`config.mk`:
```
export PLATFORM = sky130hd
export DESIGN_NAME = ocs_port
export DESIGN_NICKNAME = d
export VERILOG_FILES = /design/src/rtl/ocs_pkg.sv /design/src/rtl/ocs_debounce.sv /design/src/rtl/ocs_port.sv
export VERILOG_INCLUDE_DIRS = /design/src /design/src/rtl
export SDC_FILE = /design/constraint.sdc
export NUM_CORES = 1
export LEC_CHECK = 0
export ABC_AREA = 1
export BUFFER_PORTS_ARGS = -buffer_cell sky130_fd_sc_hd__buf_2
export CORE_ASPECT_RATIO = 1.4
export CORE_UTILIZATION = 60
export CTS_CLUSTER_DIAMETER = 60
export CTS_CLUSTER_SIZE = 12
export DETAILED_ROUTE_END_ITERATION = 7
export PLACE_DENSITY = 0.91
export SETUP_SLACK_MARGIN = 0.15
export SLEW_MARGIN = 20
export SYNTH_ARGS = -nofsm -noshare
export SYNTH_HDL_FRONTEND = slang
export SYNTH_SLANG_ARGS = --single-unit
```
`constraint.sdc`:
```
create_clock -name mclk -period 2.78 [get_ports mclk]
set_input_delay 0.278 -clock mclk [delete_from_list [all_inputs] [get_ports mclk]]
set_output_delay 0.278 -clock mclk [all_outputs]
set_load 0.1 [all_outputs]
```
`src/rtl/ocs_params.svh`:
```
// constants for the output control and status port
`ifndef OCS_PARAMS_SVH
`define OCS_PARAMS_SVH
`define OCS_CLK_MHZ      50
`define OCS_DEBOUNCE_US  5000
`define OCS_DEBOUNCE_CYC (`OCS_DEBOUNCE_US * `OCS_CLK_MHZ)
`define OCS_DB_CNT_W     18
`define OCS_BEEP_MS      100
`define OCS_BEEP_CYC     (`OCS_BEEP_MS * 1000 * `OCS_CLK_MHZ)
`define OCS_BEEP_CNT_W   23
`define OCS_PIN_W        4
`define OCS_PIN_IDLE     4'hb
`define OCS_STATUS_IDLE  5'h1f
`define OCS_CAUSE_NONE   3'h0
`define OCS_ERR_W        8
`define OCS_ERR_NONE     8'h00
`define OCS_ERR_SHUTDOWN 8'h4d
`define OCS_ADC_W        12
`define OCS_REF_W        16
`endif

```
`src/rtl/ocs_pkg.sv`:
```
// types shared by the output control and status port
`include "ocs_params.svh"
package ocs_pkg;
  // raw port pins, in their electrical sense
  typedef struct packed {
    logic recallN;    // recall contact, low when closed
    logic isoOn;      // isolated on/off level, high when driven
    logic contactN;   // non-isolated on/off contact, low when closed
    logic shutdownN;  // shutdown input, low when shorted to common
  } ocs_pins_t;

  // open-collector status lines, all active low
  typedef struct packed {
    logic poweredN;
    logic alarmN;
    logic outOnN;
    logic ccN;
    logic cvN;
  } ocs_status_t;

  // latched alarm causes
  typedef struct packed {
    logic overVoltage;
    logic overCurrent;
    logic shutdown;
  } ocs_cause_t;

  typedef enum logic [1:0] {
    OCS_ST_OFF,
    OCS_ST_ON,
    OCS_ST_SHUT,
    OCS_ST_TRIP
  } ocs_out_state_t;
endpackage

```
`src/rtl/ocs_debounce.sv`:
```
// two-flop synchroniser and debounce filter per port pin
`timescale 1ns/1ps
`include "ocs_params.svh"
module ocs_debounce #(
  parameter int STABLE_CYCLES = `OCS_DEBOUNCE_CYC
) (
  input  wire logic                  mclk,
  input  wire logic                  rst,
  input  wire logic [`OCS_PIN_W-1:0] rawIn,
  output logic      [`OCS_PIN_W-1:0] level
);
  localparam logic [`OCS_PIN_W-1:0]   IDLE = `OCS_PIN_IDLE;
  localparam logic [`OCS_DB_CNT_W-1:0] LAST = `OCS_DB_CNT_W'(STABLE_CYCLES - 1);

  genvar i;
  generate
    for (i = 0; i < `OCS_PIN_W; i++) begin : g_pin
      logic                     syncA_q;
      logic                     syncB_q;
      logic                     level_q;
      logic [`OCS_DB_CNT_W-1:0] cnt_q;
      logic                     differs;
      logic                     settled;

      assign differs = syncB_q != level_q;
      assign settled = cnt_q == LAST;

      // first flop feeds only the second
      always_ff @(posedge mclk) begin
        if (rst) begin
          syncA_q <= IDLE[i];
          syncB_q <= IDLE[i];
        end else begin
          syncA_q <= rawIn[i];
          syncB_q <= syncA_q;
        end
      end

      // level moves only after the pin has held still long enough
      always_ff @(posedge mclk) begin
        if (rst) begin
          cnt_q   <= '0;
          level_q <= IDLE[i];
        end else if (!differs) begin
          cnt_q <= '0;
        end else if (settled) begin
          cnt_q   <= '0;
          level_q <= syncB_q;
        end else begin
          cnt_q <= cnt_q + 1'b1;
        end
      end

      assign level[i] = level_q;
    end
  endgenerate
endmodule

```
`src/rtl/ocs_port.sv`:
```
// output on/off control, shutdown and status lines of the programming port
// Function
// RULE1: recall contact acts like front recall key
// RULE2: powered status low while unit is on
// RULE3: alarm status on trip or shutdown
// RULE4: output-on status when enabled by configuration
// RULE5: const_current_flag while loop in current mode
// RULE6: const_voltage_flag while loop in voltage mode
// RULE7: isolated positive level requests output on
// RULE8: non-isolated contact closed on, open off
// RULE9: either on/off input turns output on
// RULE10: external on/off ignored unless setting on
// RULE11: shutdown: off, beep, red led, error 77
// RULE12: shutdown overrides both on/off requests
// RULE13: external 0-10 V sets output voltage
// RULE14: external 0-10 V sets output current
// RULE15: pins synchronised, debounced; status registered
`timescale 1ns/1ps
`include "ocs_params.svh"
module ocs_port #(
  parameter int DEBOUNCE_CYCLES = `OCS_DEBOUNCE_CYC,
  parameter int BEEP_CYCLES     = `OCS_BEEP_CYC
) (
  input  wire logic                    mclk,
  input  wire logic                    rst,
  input  wire ocs_pkg::ocs_pins_t      pinIn,
  input  wire logic                    unitOn,
  input  wire logic                    extOutputSwitchSetting,
  input  wire logic                    onStatusEnable,
  input  wire logic                    extVoltageProgramEnable,
  input  wire logic                    extCurrentProgramEnable,
  input  wire logic                    localOutputRequest,
  input  wire logic                    settingsRecallKey,
  input  wire logic                    overVoltageTrip,
  input  wire logic                    overCurrentTrip,
  input  wire logic                    alarmClear,
  input  wire logic                    constCurrentLoop,
  input  wire logic [`OCS_ADC_W-1:0]   extVoltageProgramIn,
  input  wire logic [`OCS_ADC_W-1:0]   extCurrentProgramIn,
  input  wire logic [`OCS_REF_W-1:0]   panelVoltSet,
  input  wire logic [`OCS_REF_W-1:0]   panelCurrSet,
  output ocs_pkg::ocs_status_t         statusOut,
  output logic                         outputEnable,
  output logic                         recallStrobe,
  output logic                         beepOn,
  output logic                         alarmLedOn,
  output logic                         errorStrobe,
  output logic [`OCS_ERR_W-1:0]        errorCode,
  output ocs_pkg::ocs_cause_t          alarmCause,
  output logic [`OCS_REF_W-1:0]        voltRef,
  output logic [`OCS_REF_W-1:0]        currRef
);
  import ocs_pkg::*;

  localparam logic [`OCS_BEEP_CNT_W-1:0] BEEP_LOAD = `OCS_BEEP_CNT_W'(BEEP_CYCLES);

  ocs_pins_t                  pinLevel;
  logic                       recallClosed;
  logic                       isoActive;
  logic                       contactClosed;
  logic                       shutdownActive;
  logic                       recallSeen_q;
  logic                       shutSeen_q;
  logic                       recallRise;
  logic                       shutRise;
  logic                       extRequest;
  logic                       onRequest;
  logic                       tripEvent;
  ocs_out_state_t             state_q;
  ocs_out_state_t             state_d;
  ocs_cause_t                 cause_q;
  ocs_cause_t                 cause_d;
  ocs_cause_t                 causeEvent;
  ocs_status_t                status_q;
  ocs_status_t                status_d;
  logic                       outputEnable_q;
  logic                       recallStrobe_q;
  logic                       errorStrobe_q;
  logic [`OCS_ERR_W-1:0]      errorCode_q;
  logic                       alarmLed_q;
  logic [`OCS_BEEP_CNT_W-1:0] beepCnt_q;
  logic [`OCS_BEEP_CNT_W-1:0] beepCnt_d;
  logic [`OCS_REF_W-1:0]      extVoltScaled;
  logic [`OCS_REF_W-1:0]      extCurrScaled;
  logic [`OCS_REF_W-1:0]      voltRef_q;
  logic [`OCS_REF_W-1:0]      currRef_q;
  logic                       outputEnable_d;
  logic                       alarmLed_d;
  logic                       recallStrobe_d;
  logic                       errorStrobe_d;
  logic [`OCS_ERR_W-1:0]      errorCode_d;
  logic                       beepOn_q;
  logic [`OCS_REF_W-1:0]      voltRef_d;
  logic [`OCS_REF_W-1:0]      currRef_d;

  // every port pin is synchronised and filtered before use
  ocs_debounce #(
    .STABLE_CYCLES (DEBOUNCE_CYCLES)
  ) u_debounce (
    .mclk  (mclk),
    .rst   (rst),
    .rawIn (pinIn),
    .level (pinLevel)
  ); // RULE15

  // pin levels turned into active-high requests
  assign recallClosed   = ~pinLevel.recallN;
  assign isoActive      = pinLevel.isoOn;     // RULE7
  assign contactClosed  = ~pinLevel.contactN; // RULE8
  assign shutdownActive = ~pinLevel.shutdownN;

  // edge detection on the filtered contacts
  assign recallRise = recallClosed & ~recallSeen_q;
  assign shutRise   = shutdownActive & ~shutSeen_q;

  always_ff @(posedge mclk) begin
    if (rst) begin
      recallSeen_q <= 1'b0;
      shutSeen_q   <= 1'b0;
    end else begin
      recallSeen_q <= recallClosed;
      shutSeen_q   <= shutdownActive;
    end
  end

  // external on/off: either input, only when the setting allows it
  assign extRequest = extOutputSwitchSetting & (isoActive | contactClosed); // RULE9 RULE10
  // the external inputs take over from the local output key while enabled
  assign onRequest  = extOutputSwitchSetting ? extRequest : localOutputRequest; // RULE10
  assign tripEvent  = overVoltageTrip | overCurrentTrip;

  // output state: shutdown first, then trips, then the on request
  always_comb begin
    state_d = state_q;
    case (state_q)
      OCS_ST_OFF: begin
        if (shutdownActive) begin
          state_d = OCS_ST_SHUT; // RULE12
        end else if (tripEvent) begin
          state_d = OCS_ST_TRIP;
        end else if (onRequest && unitOn) begin
          state_d = OCS_ST_ON; // RULE7 RULE8 RULE9
        end
      end
      OCS_ST_ON: begin
        if (shutdownActive) begin
          state_d = OCS_ST_SHUT; // RULE11 RULE12
        end else if (tripEvent) begin
          state_d = OCS_ST_TRIP;
        end else if (!onRequest || !unitOn) begin
          state_d = OCS_ST_OFF; // RULE8
        end
      end
      OCS_ST_SHUT: begin
        // output stays off while shorted; afterwards the alarm waits for a clear
        if (!shutdownActive) begin
          state_d = OCS_ST_TRIP; // RULE12
        end
      end
      OCS_ST_TRIP: begin
        if (shutdownActive) begin
          state_d = OCS_ST_SHUT;
        end else if (alarmClear && !tripEvent) begin
          state_d = OCS_ST_OFF;
        end
      end
      default: begin
        state_d = OCS_ST_OFF;
      end
    endcase
  end

  // output state register
  always_ff @(posedge mclk) begin
    if (rst) begin
      state_q <= OCS_ST_OFF;
    end else begin
      state_q <= state_d;
    end
  end

  // power output follows the next state, so it drops on the same edge
  assign outputEnable_d = state_d == OCS_ST_ON; // RULE11 RULE12

  // registered enable keeps decode glitches away from the power stage
  always_ff @(posedge mclk) begin
    if (rst) begin
      outputEnable_q <= 1'b0;
    end else begin
      outputEnable_q <= outputEnable_d;
    end
  end

  // alarm causes are sticky; a new event wins over a clear in the same cycle
  assign causeEvent.overVoltage = overVoltageTrip;
  assign causeEvent.overCurrent = overCurrentTrip;
  assign causeEvent.shutdown    = shutdownActive;
  assign cause_d = (alarmClear ? ocs_cause_t'(`OCS_CAUSE_NONE) : cause_q) | causeEvent; // RULE3
  assign alarmLed_d = |cause_d; // RULE11

  always_ff @(posedge mclk) begin
    if (rst) begin
      cause_q <= `OCS_CAUSE_NONE;
    end else begin
      cause_q <= cause_d;
    end
  end

  // red alarm lamp lit while any cause is latched
  always_ff @(posedge mclk) begin
    if (rst) begin
      alarmLed_q <= 1'b0;
    end else begin
      alarmLed_q <= alarmLed_d;
    end
  end

  // shutdown edge: one error report with its code, and a timed beep
  assign beepCnt_d = shutRise ? BEEP_LOAD :
                     (beepCnt_q != '0) ? beepCnt_q - 1'b1 : beepCnt_q;

  always_ff @(posedge mclk) begin
    if (rst) begin
      beepCnt_q <= '0;
      beepOn_q  <= 1'b0;
    end else begin
      beepCnt_q <= beepCnt_d;       // RULE11
      beepOn_q  <= beepCnt_d != '0; // RULE11
    end
  end

  // error report: one-cycle strobe, code held until the next error
  assign errorStrobe_d = shutRise;                                      // RULE11
  assign errorCode_d   = shutRise ? `OCS_ERR_SHUTDOWN : errorCode_q;    // RULE11

  always_ff @(posedge mclk) begin
    if (rst) begin
      errorStrobe_q <= 1'b0;
      errorCode_q   <= `OCS_ERR_NONE;
    end else begin
      errorStrobe_q <= errorStrobe_d;
      errorCode_q   <= errorCode_d;
    end
  end

  // recall from the port contact merges with the front key
  assign recallStrobe_d = unitOn & (settingsRecallKey | recallRise); // RULE1

  always_ff @(posedge mclk) begin
    if (rst) begin
      recallStrobe_q <= 1'b0;
    end else begin
      recallStrobe_q <= recallStrobe_d;
    end
  end

  // status lines built from state, then registered before the optocouplers
  assign status_d.poweredN = ~unitOn;                             // RULE2
  assign status_d.alarmN   = ~(|cause_q);                         // RULE3
  assign status_d.outOnN   = ~(onStatusEnable & outputEnable_q);  // RULE4
  assign status_d.ccN      = ~(outputEnable_q & constCurrentLoop);  // RULE5
  assign status_d.cvN      = ~(outputEnable_q & ~constCurrentLoop); // RULE6

  always_ff @(posedge mclk) begin
    if (rst) begin
      status_q <= `OCS_STATUS_IDLE;
    end else begin
      status_q <= status_d; // RULE15
    end
  end

  // 0-10 V codes stretched to full scale by bit replication: zero maps to zero,
  // the top code maps to the top reference code, with no divider needed
  assign extVoltScaled = {extVoltageProgramIn,
                          extVoltageProgramIn[`OCS_ADC_W-1 -: `OCS_REF_W-`OCS_ADC_W]};
  assign extCurrScaled = {extCurrentProgramIn,
                          extCurrentProgramIn[`OCS_ADC_W-1 -: `OCS_REF_W-`OCS_ADC_W]};

  // setpoint source: external analog when enabled, otherwise the panel value
  assign voltRef_d = extVoltageProgramEnable ? extVoltScaled : panelVoltSet; // RULE13
  assign currRef_d = extCurrentProgramEnable ? extCurrScaled : panelCurrSet; // RULE14

  // voltage reference register feeding the regulation loop
  always_ff @(posedge mclk) begin
    if (rst) begin
      voltRef_q <= '0;
    end else begin
      voltRef_q <= voltRef_d;
    end
  end

  // current reference register feeding the regulation loop
  always_ff @(posedge mclk) begin
    if (rst) begin
      currRef_q <= '0;
    end else begin
      currRef_q <= currRef_d;
    end
  end

  // outputs
  assign statusOut    = status_q;
  assign outputEnable = outputEnable_q;
  assign recallStrobe = recallStrobe_q;
  assign beepOn       = beepOn_q;
  assign alarmLedOn   = alarmLed_q;
  assign errorStrobe  = errorStrobe_q;
  assign errorCode    = errorCode_q;
  assign alarmCause   = cause_q;
  assign voltRef      = voltRef_q;
  assign currRef      = currRef_q;
endmodule

```
==> metrics.cfg, run 1 <==
[status]
status=complete, no violations

[clocking]
tritoncts=done
numCtsBuffers=17
cts_root_buffer=clkbuf_16
cts_hold_buffers=0
cts.sinks=157
clkTransAtPathRegs_ns=0.06
cts_resized=0
post-cts-setup-buffers=0
clk_latency_ns=0.42
htreeDepth=4
cts_buffer_depth=2

[synthesis]
synth_top_cell_area_share_pct=46.0
synth_edf_count=0
synth_ff_type=dfxtp_1
ys_async_sr_fraction_pct=0
synth_commonest_cells=178 x nand2_1, 169 x nor2_1, 157 x dfxtp_1, 92 x inv_1, 56 x a21oi_1
synth.most_common_cell=nand2_1
synth_area_leaders=dfxtp_1 46%, nand2_1 9.8%, nor2_1 9.3%
yosys_warnings=0
post-synth-top-area-cell=dfxtp_1
yosysUniqueCellTypes=38
synth-seq-cells=157
syn_area_per_cell_sq_um=7.36
mappedNetlistArea_sq_mm=0.00683
synthCells=928
ys_seq_area_share_pct=46.0

[critical_path]
crit_type=reg -> reg
critPathRequiredTime_ns=3.07
cp_common_cell=nor2_1
path_max_fanout=20
cp_slowest_cell=nand3_2
crit_family=simple AND/OR/NAND/NOR gates
rrSetupSlack_ns=0.53
endpoint_kind=flop
path_buf_inv=2
cp-start-kind=flop
cp.arrival_ns=2.54
cp_cell_sequence=inv_1, ha_1, nand2_1, nor2_1, nand3_2, nand2_1, nand3_1, inv_1, nand2_1, nor2_1, nand3_1, nor2_1, nor2_1
critPathMaxStageDelay_ns=0.36

[floorplanning]
die_h_microns=128
die-area_sq_mm=0.0118
core_area_sq_mm=0.0110
rows=45
die_w_microns=92.2
io_pins=126
initial_core_util_pct=62.2

[power_and_ir_drop]
p_leak_nw=3.49
p_per_area_mw_per_mm2=896
ir_drop_uv=847

[global_routing]
grt_pass1_vias=6264
grtUsageTotal_pct=29.1
antenna_found_initial=0
grt_max_degree=58
grt_pass1_wl_microns=27200
overflow=0

[routing]
drc=0
drt_wl_total_microns=16600
vias=6544
wire_per_inst_microns=13.9
dr.pass1.iters=5
ant_nets=0
first_iter_violations=358
viasPerCell=5.46

[placement]
io_buffer_count=121
dpl_cell_area_sq_mm=0.00750
post-dp-hpwl_microns=11400
gp_congestion=0.991

[finish]
antenna-diode-count=0
nets=1123
syn_to_final_growth_pct=18.3
final_cell_area_sq_mm=0.00809
fillers=810
drive_gt1_share_pct=18.5
fin_util_pct=73.7

[timing]
finalCriticalPeriod_ns=2.25
hold_violations=0
fin_skew_ns=0.00643
worst_pin_slew_ns=0.853
finalMaxSlewViolations=0
fin_tns_setup_ns=0
finalCritPeriodShare_pct=80.8
setup_viol=0
holdWs_ns=0.0443
relSlewSlack_pct=43.1
fmaxAchievable_mhz=445
rsz0062_at_grt=no

[hold_path]
hold_path_class=in -> reg

[job]
cap_violations=0

[final timing paths]
check,from,endpoint,cells past startpoint
max,beepCnt_q[0],beepOn,13
min,onStatusEnable,statusOut[2],2
max reg2reg,beepCnt_q[0],beepOn,13
min reg2reg,u_debounce.g_pin[0].syncA_q,u_debounce.g_pin[0].syncB_q,1
[layout make-up]
type,count,area [sq um],share of cell area [%]
Clock buffer,21,450,5.57
Clock inverter,11,141,1.75
Inverter,94,353,4.36
Multi-Input combinational cell,650,3200,39.5
Sequential cell,157,3140,38.9
Tap cell,141,176,2.18
Timing Repair Buffer,124,628,7.77
[registers in the layout, indices dropped and copies added (netlist names), 2 cells and up]
| signal | cells |
|---|---|
| alarmCause | 3 |
| voltRef | 16 |
| state_q | 2 |
| u_debounce.g_pin.syncB_q | 4 |
| statusOut | 5 |
| u_debounce.g_pin.cnt_q | 72 |
| u_debounce.g_pin.syncA_q | 4 |
| beepCnt_q | 23 |
| u_debounce.g_pin.level_q | 4 |
| currRef | 16 |
[where the power goes]
group / internal, W / total (W) / leakage (nW) / switching, W
clock network: 0.00143 / 0.00232 / 0.283 / 0.000887
registers: 0.00243 / 0.00258 / 1.28 / 0.000146
logic: 0.000701 / 0.00235 / 1.93 / 0.00165
[cells in the final DEF, fill, tap and decap left out, types with 26 or more instances in the layout]
| cell type | n |
|---|---|
| a21oi_1 | 56 |
| buf_2 | 121 |
| dfxtp_1 | 157 |
| inv_1 | 92 |
| nand2_1 | 178 |
| nand3_1 | 47 |
| nand4_1 | 27 |
| nor2_1 | 169 |
| nor3_1 | 30 |
| o21ai_0 | 26 |
[layer usage]
layer / wire length, microns / vias to the layer above / global-route usage [%]
met5: 0 / - / 0
met4: 586 / 0 / 14.1
met3: 1070 / 57 / 7.12
met2: 8550 / 246 / 53.0
met1: 6390 / 3017 / 31.3
li1: - / 3224 / -
[cells by family (layout without fill, tap and decap cells)]
| logic type | Yosys count | after routing | share of synthesized area, % |
|---|---|---|---|
| adder cells (fa/ha/maj) | 6 | 6 | 1.10 |
| buffers and inverters | 124 | 250 | 7.41 |
| flip-flops | 157 | 157 | 46.0 |
| XOR/XNOR | 24 | 24 | 3.08 |
| other | 1 | 4 | 0.0549 |
| AO/OA/AOI/OAI | 100 | 100 | 7.78 |
| AND/OR/NAND/NOR | 516 | 516 | 34.6 |
[stage by stage]
step | power [W] | instances | setup slack [ns]
after global placement | 0.00488 | 1166 | 0.739
after detailed placement | 0.00491 | 1166 | 0.659
after global routing | 0.00764 | 1198 | 0.315
final | 0.00724 | 1198 | 0.534
after floorplan | 0.00445 | 931 | 1.03
after CTS | 0.00723 | 1198 | 0.593
Power figures use the tool's default switching activity.
==> inputs of run 2 (changes only) <==
Settings changed: CORE_UTILIZATION 60 to 56, PLACE_DENSITY 0.91 to 0.86.
Clock period 2.78 ns to 2.3 ns, I/O delays scaled along.
==> run 2 against run 1 <==
- clock-buffer cell count decreased by 1
- clock skew increased by 0.0025 ns
- non-clock buffer count increased by 11
- highest routed layer unchanged
- maximum frequency increased by 12%
- critical endpoint unchanged
- sequential share of layout area decreased by 0.84 points
- cell count increased by 1.5%
==> metrics.cfg, run 2 (same netlist as run 1, synthesis figures left out) <==
[placement]
io_buffer_count=121  ; unchanged
post-dp-hpwl_microns=11700  ; +2.8%
gp_congestion=0.959  ; -3.2%
dpl_worst_slack_ns=0.164  ; -0.495 ns

[global_routing]
grtUsageTotal_pct=26.6  ; -2.5 points
grt_max_degree=58  ; unchanged
grt_pass1_vias=6199  ; -1.0%
grt_pass1_wl_microns=26700  ; -1.7%
antenna_found_initial=0  ; unchanged
overflow=0  ; unchanged

[timing]
setup_viol=0  ; unchanged
relSlewSlack_pct=63.1  ; +20 points
fin_tns_setup_ns=0  ; unchanged
setup_slack_ns=0.302  ; -0.232 ns
fmaxAchievable_mhz=501  ; +12%
hold_violations=0  ; unchanged
finalCritPeriodShare_pct=86.9  ; +6.1 points
finalCriticalPeriod_ns=2.00  ; -0.248 ns
worst_pin_slew_ns=0.554  ; -0.299 ns
finalMaxSlewViolations=0  ; unchanged
rsz0062_at_grt=yes
fin_skew_ns=0.00893  ; +0.00250 ns

[finish]
nets=1135  ; +1.1%
largest_reg_flops=72  ; unchanged
fillers=941  ; +16%
layout_commonest_cell=nand2_1
top_register=u_debounce.g_pin.cnt_q
antenna-diode-count=0  ; unchanged
reg.largest.list=u_debounce.g_pin.cnt_q x72, beepCnt_q x23
syn_to_final_growth_pct=21.0
layout_common_cells=178 x nand2_1, 167 x nor2_1, 156 x dfxtp_1
drive_gt1_share_pct=20.0  ; +1.5 points

[critical_path]
endpoint_kind=flop
crit_type=reg -> reg
cp.depth=12  ; -1
cp.arrival_ns=2.29  ; -0.25 ns
cp_slowest_cell=dfxtp_1
cp_cell_sequence=nor2_1, nand2_1, nor2_1, nand3_4, nand2_1, nand3_1, inv_1, nand2_1, nor2_1, nand3_1, nor2_1, nor2_1
cp-start-kind=flop
critPathRequiredTime_ns=2.59  ; -0.48 ns
path_buf_inv=1  ; -1
critPathMaxStageDelay_ns=0.34  ; -0.02 ns
cp_common_cell=nor2_1
path_max_fanout=10  ; -50%
rr_worst_depth=12  ; -1
crit_family=simple AND/OR/NAND/NOR gates

[clocking]
tritoncts=done
cts_root_buffer=clkbuf_16
clkTransAtPathRegs_ns=0.06  ; about the same
cts_buffer_depth=2  ; unchanged
htreeDepth=4  ; unchanged
cts.sinks=157  ; unchanged
clk_latency_ns=0.42  ; about the same
numCtsBuffers=17  ; unchanged

[status]
status=complete, no violations

[routing]
first_iter_violations=345  ; -3.6%
drt_wl_total_microns=16100  ; -3.3%
wire_per_inst_microns=13.2  ; -4.7%
vias=6469  ; -1.1%
dr.pass1.iters=5  ; unchanged
viasPerCell=5.32  ; -2.6%
ant_nets=0  ; unchanged
drc=0  ; unchanged

[floorplanning]
io_pins=126  ; unchanged
die_h_microns=133  ; +3.5%
rows=47  ; +4.4%
die_w_microns=95.4  ; +3.4%
die-area_sq_mm=0.0127  ; +7.0%
initial_core_util_pct=57.5  ; -4.7 points
core_area_sq_mm=0.0119  ; +8.2%

[power_and_ir_drop]
ir_drop_uv=838  ; -1.1%
p_per_area_mw_per_mm2=1090  ; +21%
p_leak_nw=3.57  ; +2.3%

[hold_path]
hold_path_class=in -> reg
hold_depth=2  ; unchanged

[job]
cap_violations=0  ; unchanged

run 2: cell types whose count changed in the layout (fill, tap and decap cells not counted), moves of 3 or more:
| cell | before | now |
|---|---|---|
| buf_4 | 3 | 11 |
| clkbuf_1 | 3 | 0 |
| clkinv_2 | 4 | 1 |
| clkinv_4 | 0 | 4 |
| dlygate4sd3_1 | 0 | 3 |
run 2: stage by stage:
step	cell area (sq um)	hold WS (ns)	util, %	std cells	total power (W)
after floorplan	6850	0.317	-	931	0.00538
after global placement	7550	0.392	63.5	1178	0.00588
after detailed placement	7550	0.402	63.5	1178	0.00593
after CTS	8210	0.00499	69.1	1213	0.00888
after global routing	8270	0.0169	69.6	1216	0.00949
final	8270	0.0158	69.6	1216	0.00898
run 2: power by group:
part	internal (W)	switching [W]	total, W
Clock	0.00180	0.00110	0.00291
Combinational	0.000882	0.00208	0.00297
Sequential	0.00294	0.000175	0.00311
run 2: worst paths after layout:
| path | start | slack, ns | end |
|---|---|---|---|
| worst max-delay path | beepCnt_q[17] | 0.30 | beepOn |
| worst min-delay path | constCurrentLoop | 0.02 | statusOut[1] |
| worst max register to register | beepCnt_q[17] | 0.30 | beepOn |
| worst min register to register | u_debounce.g_pin[0].syncA_q | 0.41 | u_debounce.g_pin[0].syncB_q |
run 2: repair_timing:
item	in CTS	in global routing
pin swaps	0	2
hold endpoints to repair	3	0
setup endpoints to repair	1	10
hold buffers	3	0
cloned	0	1
buffers inserted	0	2
gates resized for setup	1	8
run 2: layout make-up:
type	instances	area, sq um	area share (%)
Multi-Input combinational cell	651	3240	39.2
Clock inverter	12	161	1.95
Sequential cell	157	3140	38.0
Timing Repair Buffer	135	718	8.69
Tap cell	147	184	2.22
Inverter	94	353	4.27
Clock buffer	20	467	5.64
run 2: metal layers:
metal	vias to the layer above	routed length, microns	global-route usage (%)
met5	-	0	0
met4	0	568	12.7
met3	64	872	6.21
met2	200	7960	45.1
met1	2952	6650	30.9
li1	3253	-	-
run 2: worst reg2reg max path, stage by stage (launching register included):
cell and delay, ns:
dfxtp_1 0.34, nor2_1 0.18, nand2_1 0.13, nor2_1 0.32
nand3_4 0.21, nand2_1 0.14, nand3_1 0.08, inv_1 0.05
nand2_1 0.04, nor2_1 0.09, nand3_1 0.12, nor2_1 0.12
nor2_1 0.05
==> inputs of run 3 (changes only) <==
Settings changed: CORE_UTILIZATION 56 to 50, PLACE_DENSITY 0.86 to 0.82.
Clock period 2.3 ns to 1.8 ns, I/O delays scaled along.
==> run 3 against run 2 <==
- the flow now finishes with violations (setup timing)
- maximum frequency increased by 2.0%
- routed wire length increased by 53%
- clock power increased by 21%
- first-iteration DRC count increased by 84%
- register-to-register slack got worse by 0.46 ns
- design area increased by 23%
- global-route usage increased by 2.3 points
- sequential power increased by 27%
- sequential share of layout area decreased by 6.7 points
- sequential cell count unchanged
- critical path type unchanged
- critical endpoint unchanged
- highest routed layer unchanged
==> metrics.cfg, run 3 (same netlist as run 1, synthesis figures left out) <==
[status]
status=finished with violations
violations=setup timing

[clocking]
cts_buffer_depth=2  ; unchanged
clkTransAtPathRegs_ns=0.06  ; about the same
htreeDepth=4  ; unchanged
cts.sinks=157  ; unchanged
numCtsBuffers=17  ; unchanged
tritoncts=done
clk_latency_ns=0.43  ; about the same
cts_root_buffer=clkbuf_16

[power_and_ir_drop]
p_total_w=0.0145  ; +61%
internal-power_w=0.00869  ; +55%
ir_drop_uv=1510  ; +80%
p_switching_w=0.00579  ; +72%
swShare_pct=40.0  ; +2.5 points
p_leak_nw=4.46  ; +25%
pwr-share-comb_pct=48.3  ; +15 points
clkPwrFrac_pct=24.4  ; -7.9 points
p_per_area_mw_per_mm2=1420  ; +31%
p_seq_share_pct=27.3  ; -7.3 points

[timing]
rsz0062_at_grt=yes
hold_violations=0  ; unchanged
finalCriticalPeriod_ns=1.96  ; -0.0387 ns
worst_pin_slew_ns=0.637  ; +0.0830 ns
fin_skew_ns=0.00521  ; -0.00371 ns
finalMaxSlewViolations=0  ; unchanged
setup_slack_ns=-0.159  ; -0.461 ns
setup_viol=12  ; +12
holdWs_ns=0.0140  ; -0.00184 ns
relSlewSlack_pct=57.6  ; -5.5 points
finalCritPeriodShare_pct=109  ; +22 points
fmaxAchievable_mhz=510  ; +2.0%

[finish]
reg.largest.list=u_debounce.g_pin.cnt_q x72, beepCnt_q x23
layout_common_cells=146 x nand2_1, 135 x dfxtp_1, 122 x nor2_1
drive_gt1_share_pct=38.1  ; +18 points
nets=1276  ; +12%
fin_util_pct=76.5  ; +6.9 points
fillers=798  ; -15%
syn_to_final_growth_pct=49.2
top_register=u_debounce.g_pin.cnt_q
largest_reg_flops=72  ; unchanged
final_cells=1392  ; +14%
layout_commonest_cell=nand2_1

[critical_path]
cp.arrival_ns=2.26  ; -0.03 ns
endpoint_kind=flop
cp_cell_sequence=nor2_2, nand2_2, nor2_4, nand3_4, nand2_1, nand3_1, inv_1, nand2_1, nor2_2, nand3_2, nor2_2, nor2_1
critPathRequiredTime_ns=2.10  ; -0.49 ns
cp_common_cell=nor2_2
critPathMaxStageDelay_ns=0.33  ; about the same
path_buf_inv=1  ; unchanged
path_max_fanout=6  ; -4
crit_family=simple AND/OR/NAND/NOR gates
cp-start-kind=flop
cp.depth=12  ; unchanged
crit_type=reg -> reg
cp_slowest_cell=dfxtp_1
rr_worst_depth=12  ; unchanged

[placement]
gp_congestion=0.922  ; -3.9%
post-dp-hpwl_microns=12600  ; +7.5%
dp_cells=1282  ; +8.8%
io_buffer_count=121  ; unchanged

[global_routing]
grtUsageTotal_pct=28.9  ; +2.3 points
antenna_found_initial=0  ; unchanged
overflow=0  ; unchanged
grt_max_degree=58  ; unchanged
grt_pass1_wl_microns=31900  ; +19%
grt_pass1_vias=7166  ; +16%

[hold_path]
hold_depth=3  ; +1
hold_path_class=in -> reg

[floorplanning]
die_h_microns=140  ; +5.7%
initial_core_util_pct=51.3  ; -6.2 points
die-area_sq_mm=0.0141  ; +12%
die_w_microns=101  ; +5.7%
rows=50  ; +6.4%
io_pins=126  ; unchanged
core_area_sq_mm=0.0133  ; +12%

[routing]
dr.pass1.iters=7  ; +2
drt_wl_total_microns=24600  ; +53%
drc=0  ; unchanged
ant_nets=0  ; unchanged
first_iter_violations=635  ; +84%
wire_per_inst_microns=17.7  ; +34%
viasPerCell=5.67  ; +6.6%
vias=7892  ; +22%

[job]
cap_violations=0  ; unchanged

run 3: cell count changes in the layout (fill, tap and decap cells not counted), moves of 21 or more:
cell	change
nor2_1	-45
dfxtp_1	-21
nand2_2	+25
buf_4	+86
nand2_1	-32
dlygate4sd3_1	+38
nor2_4	+27
run 3: final timing paths:
| kind | start | to | slack [ns] |
|---|---|---|---|
| max | beepCnt_q[11] | beepOn | -0.16 |
| min | extVoltageProgramIn[2] | voltRef[6] | 0.01 |
| max reg2reg | beepCnt_q[11] | beepOn | -0.16 |
| min reg2reg | u_debounce.g_pin[1].syncA_q | u_debounce.g_pin[1].syncB_q | 0.44 |
run 3: cell type report:
type | count | area, sq um | area share [%]
Antenna cell | 1 | 2.50 | 0.0245
Sequential cell | 157 | 3190 | 31.3
Clock buffer | 21 | 460 | 4.52
Inverter | 94 | 358 | 3.51
Clock inverter | 10 | 116 | 1.14
Multi-Input combinational cell | 651 | 3870 | 38.0
Timing Repair Buffer | 276 | 1970 | 19.3
Tap cell | 182 | 228 | 2.23
run 3: timing repair:
action	in CTS	in global routing
setup endpoints to repair	37	63
hold buffers	41	0
cloned	1	1
buffers inserted	15	20
resized for setup	70	157
pin swaps	23	58
endpoints found under the hold margin	31	0
run 3: worst reg2reg max path, delay by kind of cell (launching register included):
kind          cells  cell delay [ns]
buf+inv           1             0.09
flops             1             0.33
simple gates     11             1.40
run 3: per-layer routing:
metal	GRT usage, %	vias up	share of wire (%)
met5	0	-	0
met4	19.0	0	7.8
met3	6.59	199	6.3
met2	52.3	472	52
met1	29.1	3680	34
li1	-	3541	-
run 3: power groups by stage:
stage | sequential (W) | clock [W] | combinational [W]
finish | 0.00396 | 0.00353 | 0.00699
floorplan | 0.00442 | 0 | 0.00248
global route | 0.00398 | 0.00370 | 0.00741
detailed placement | 0.00396 | 0 | 0.00498
global placement | 0.00395 | 0 | 0.00493
CTS | 0.00390 | 0.00353 | 0.00574
run 3: through the flow:
stage	worst slack, ns	setup TNS, ns	cell area, sq um
4_1_cts	0.110	0	9460
6_report	-0.159	-0.395	10200
3_3_place_gp	-0.0938	-0.0938	8130
3_5_place_dp	-0.0929	-0.0929	8130
2_1_floorplan	0.173	0	6850
5_1_grt	-0.271	-2.88	10200
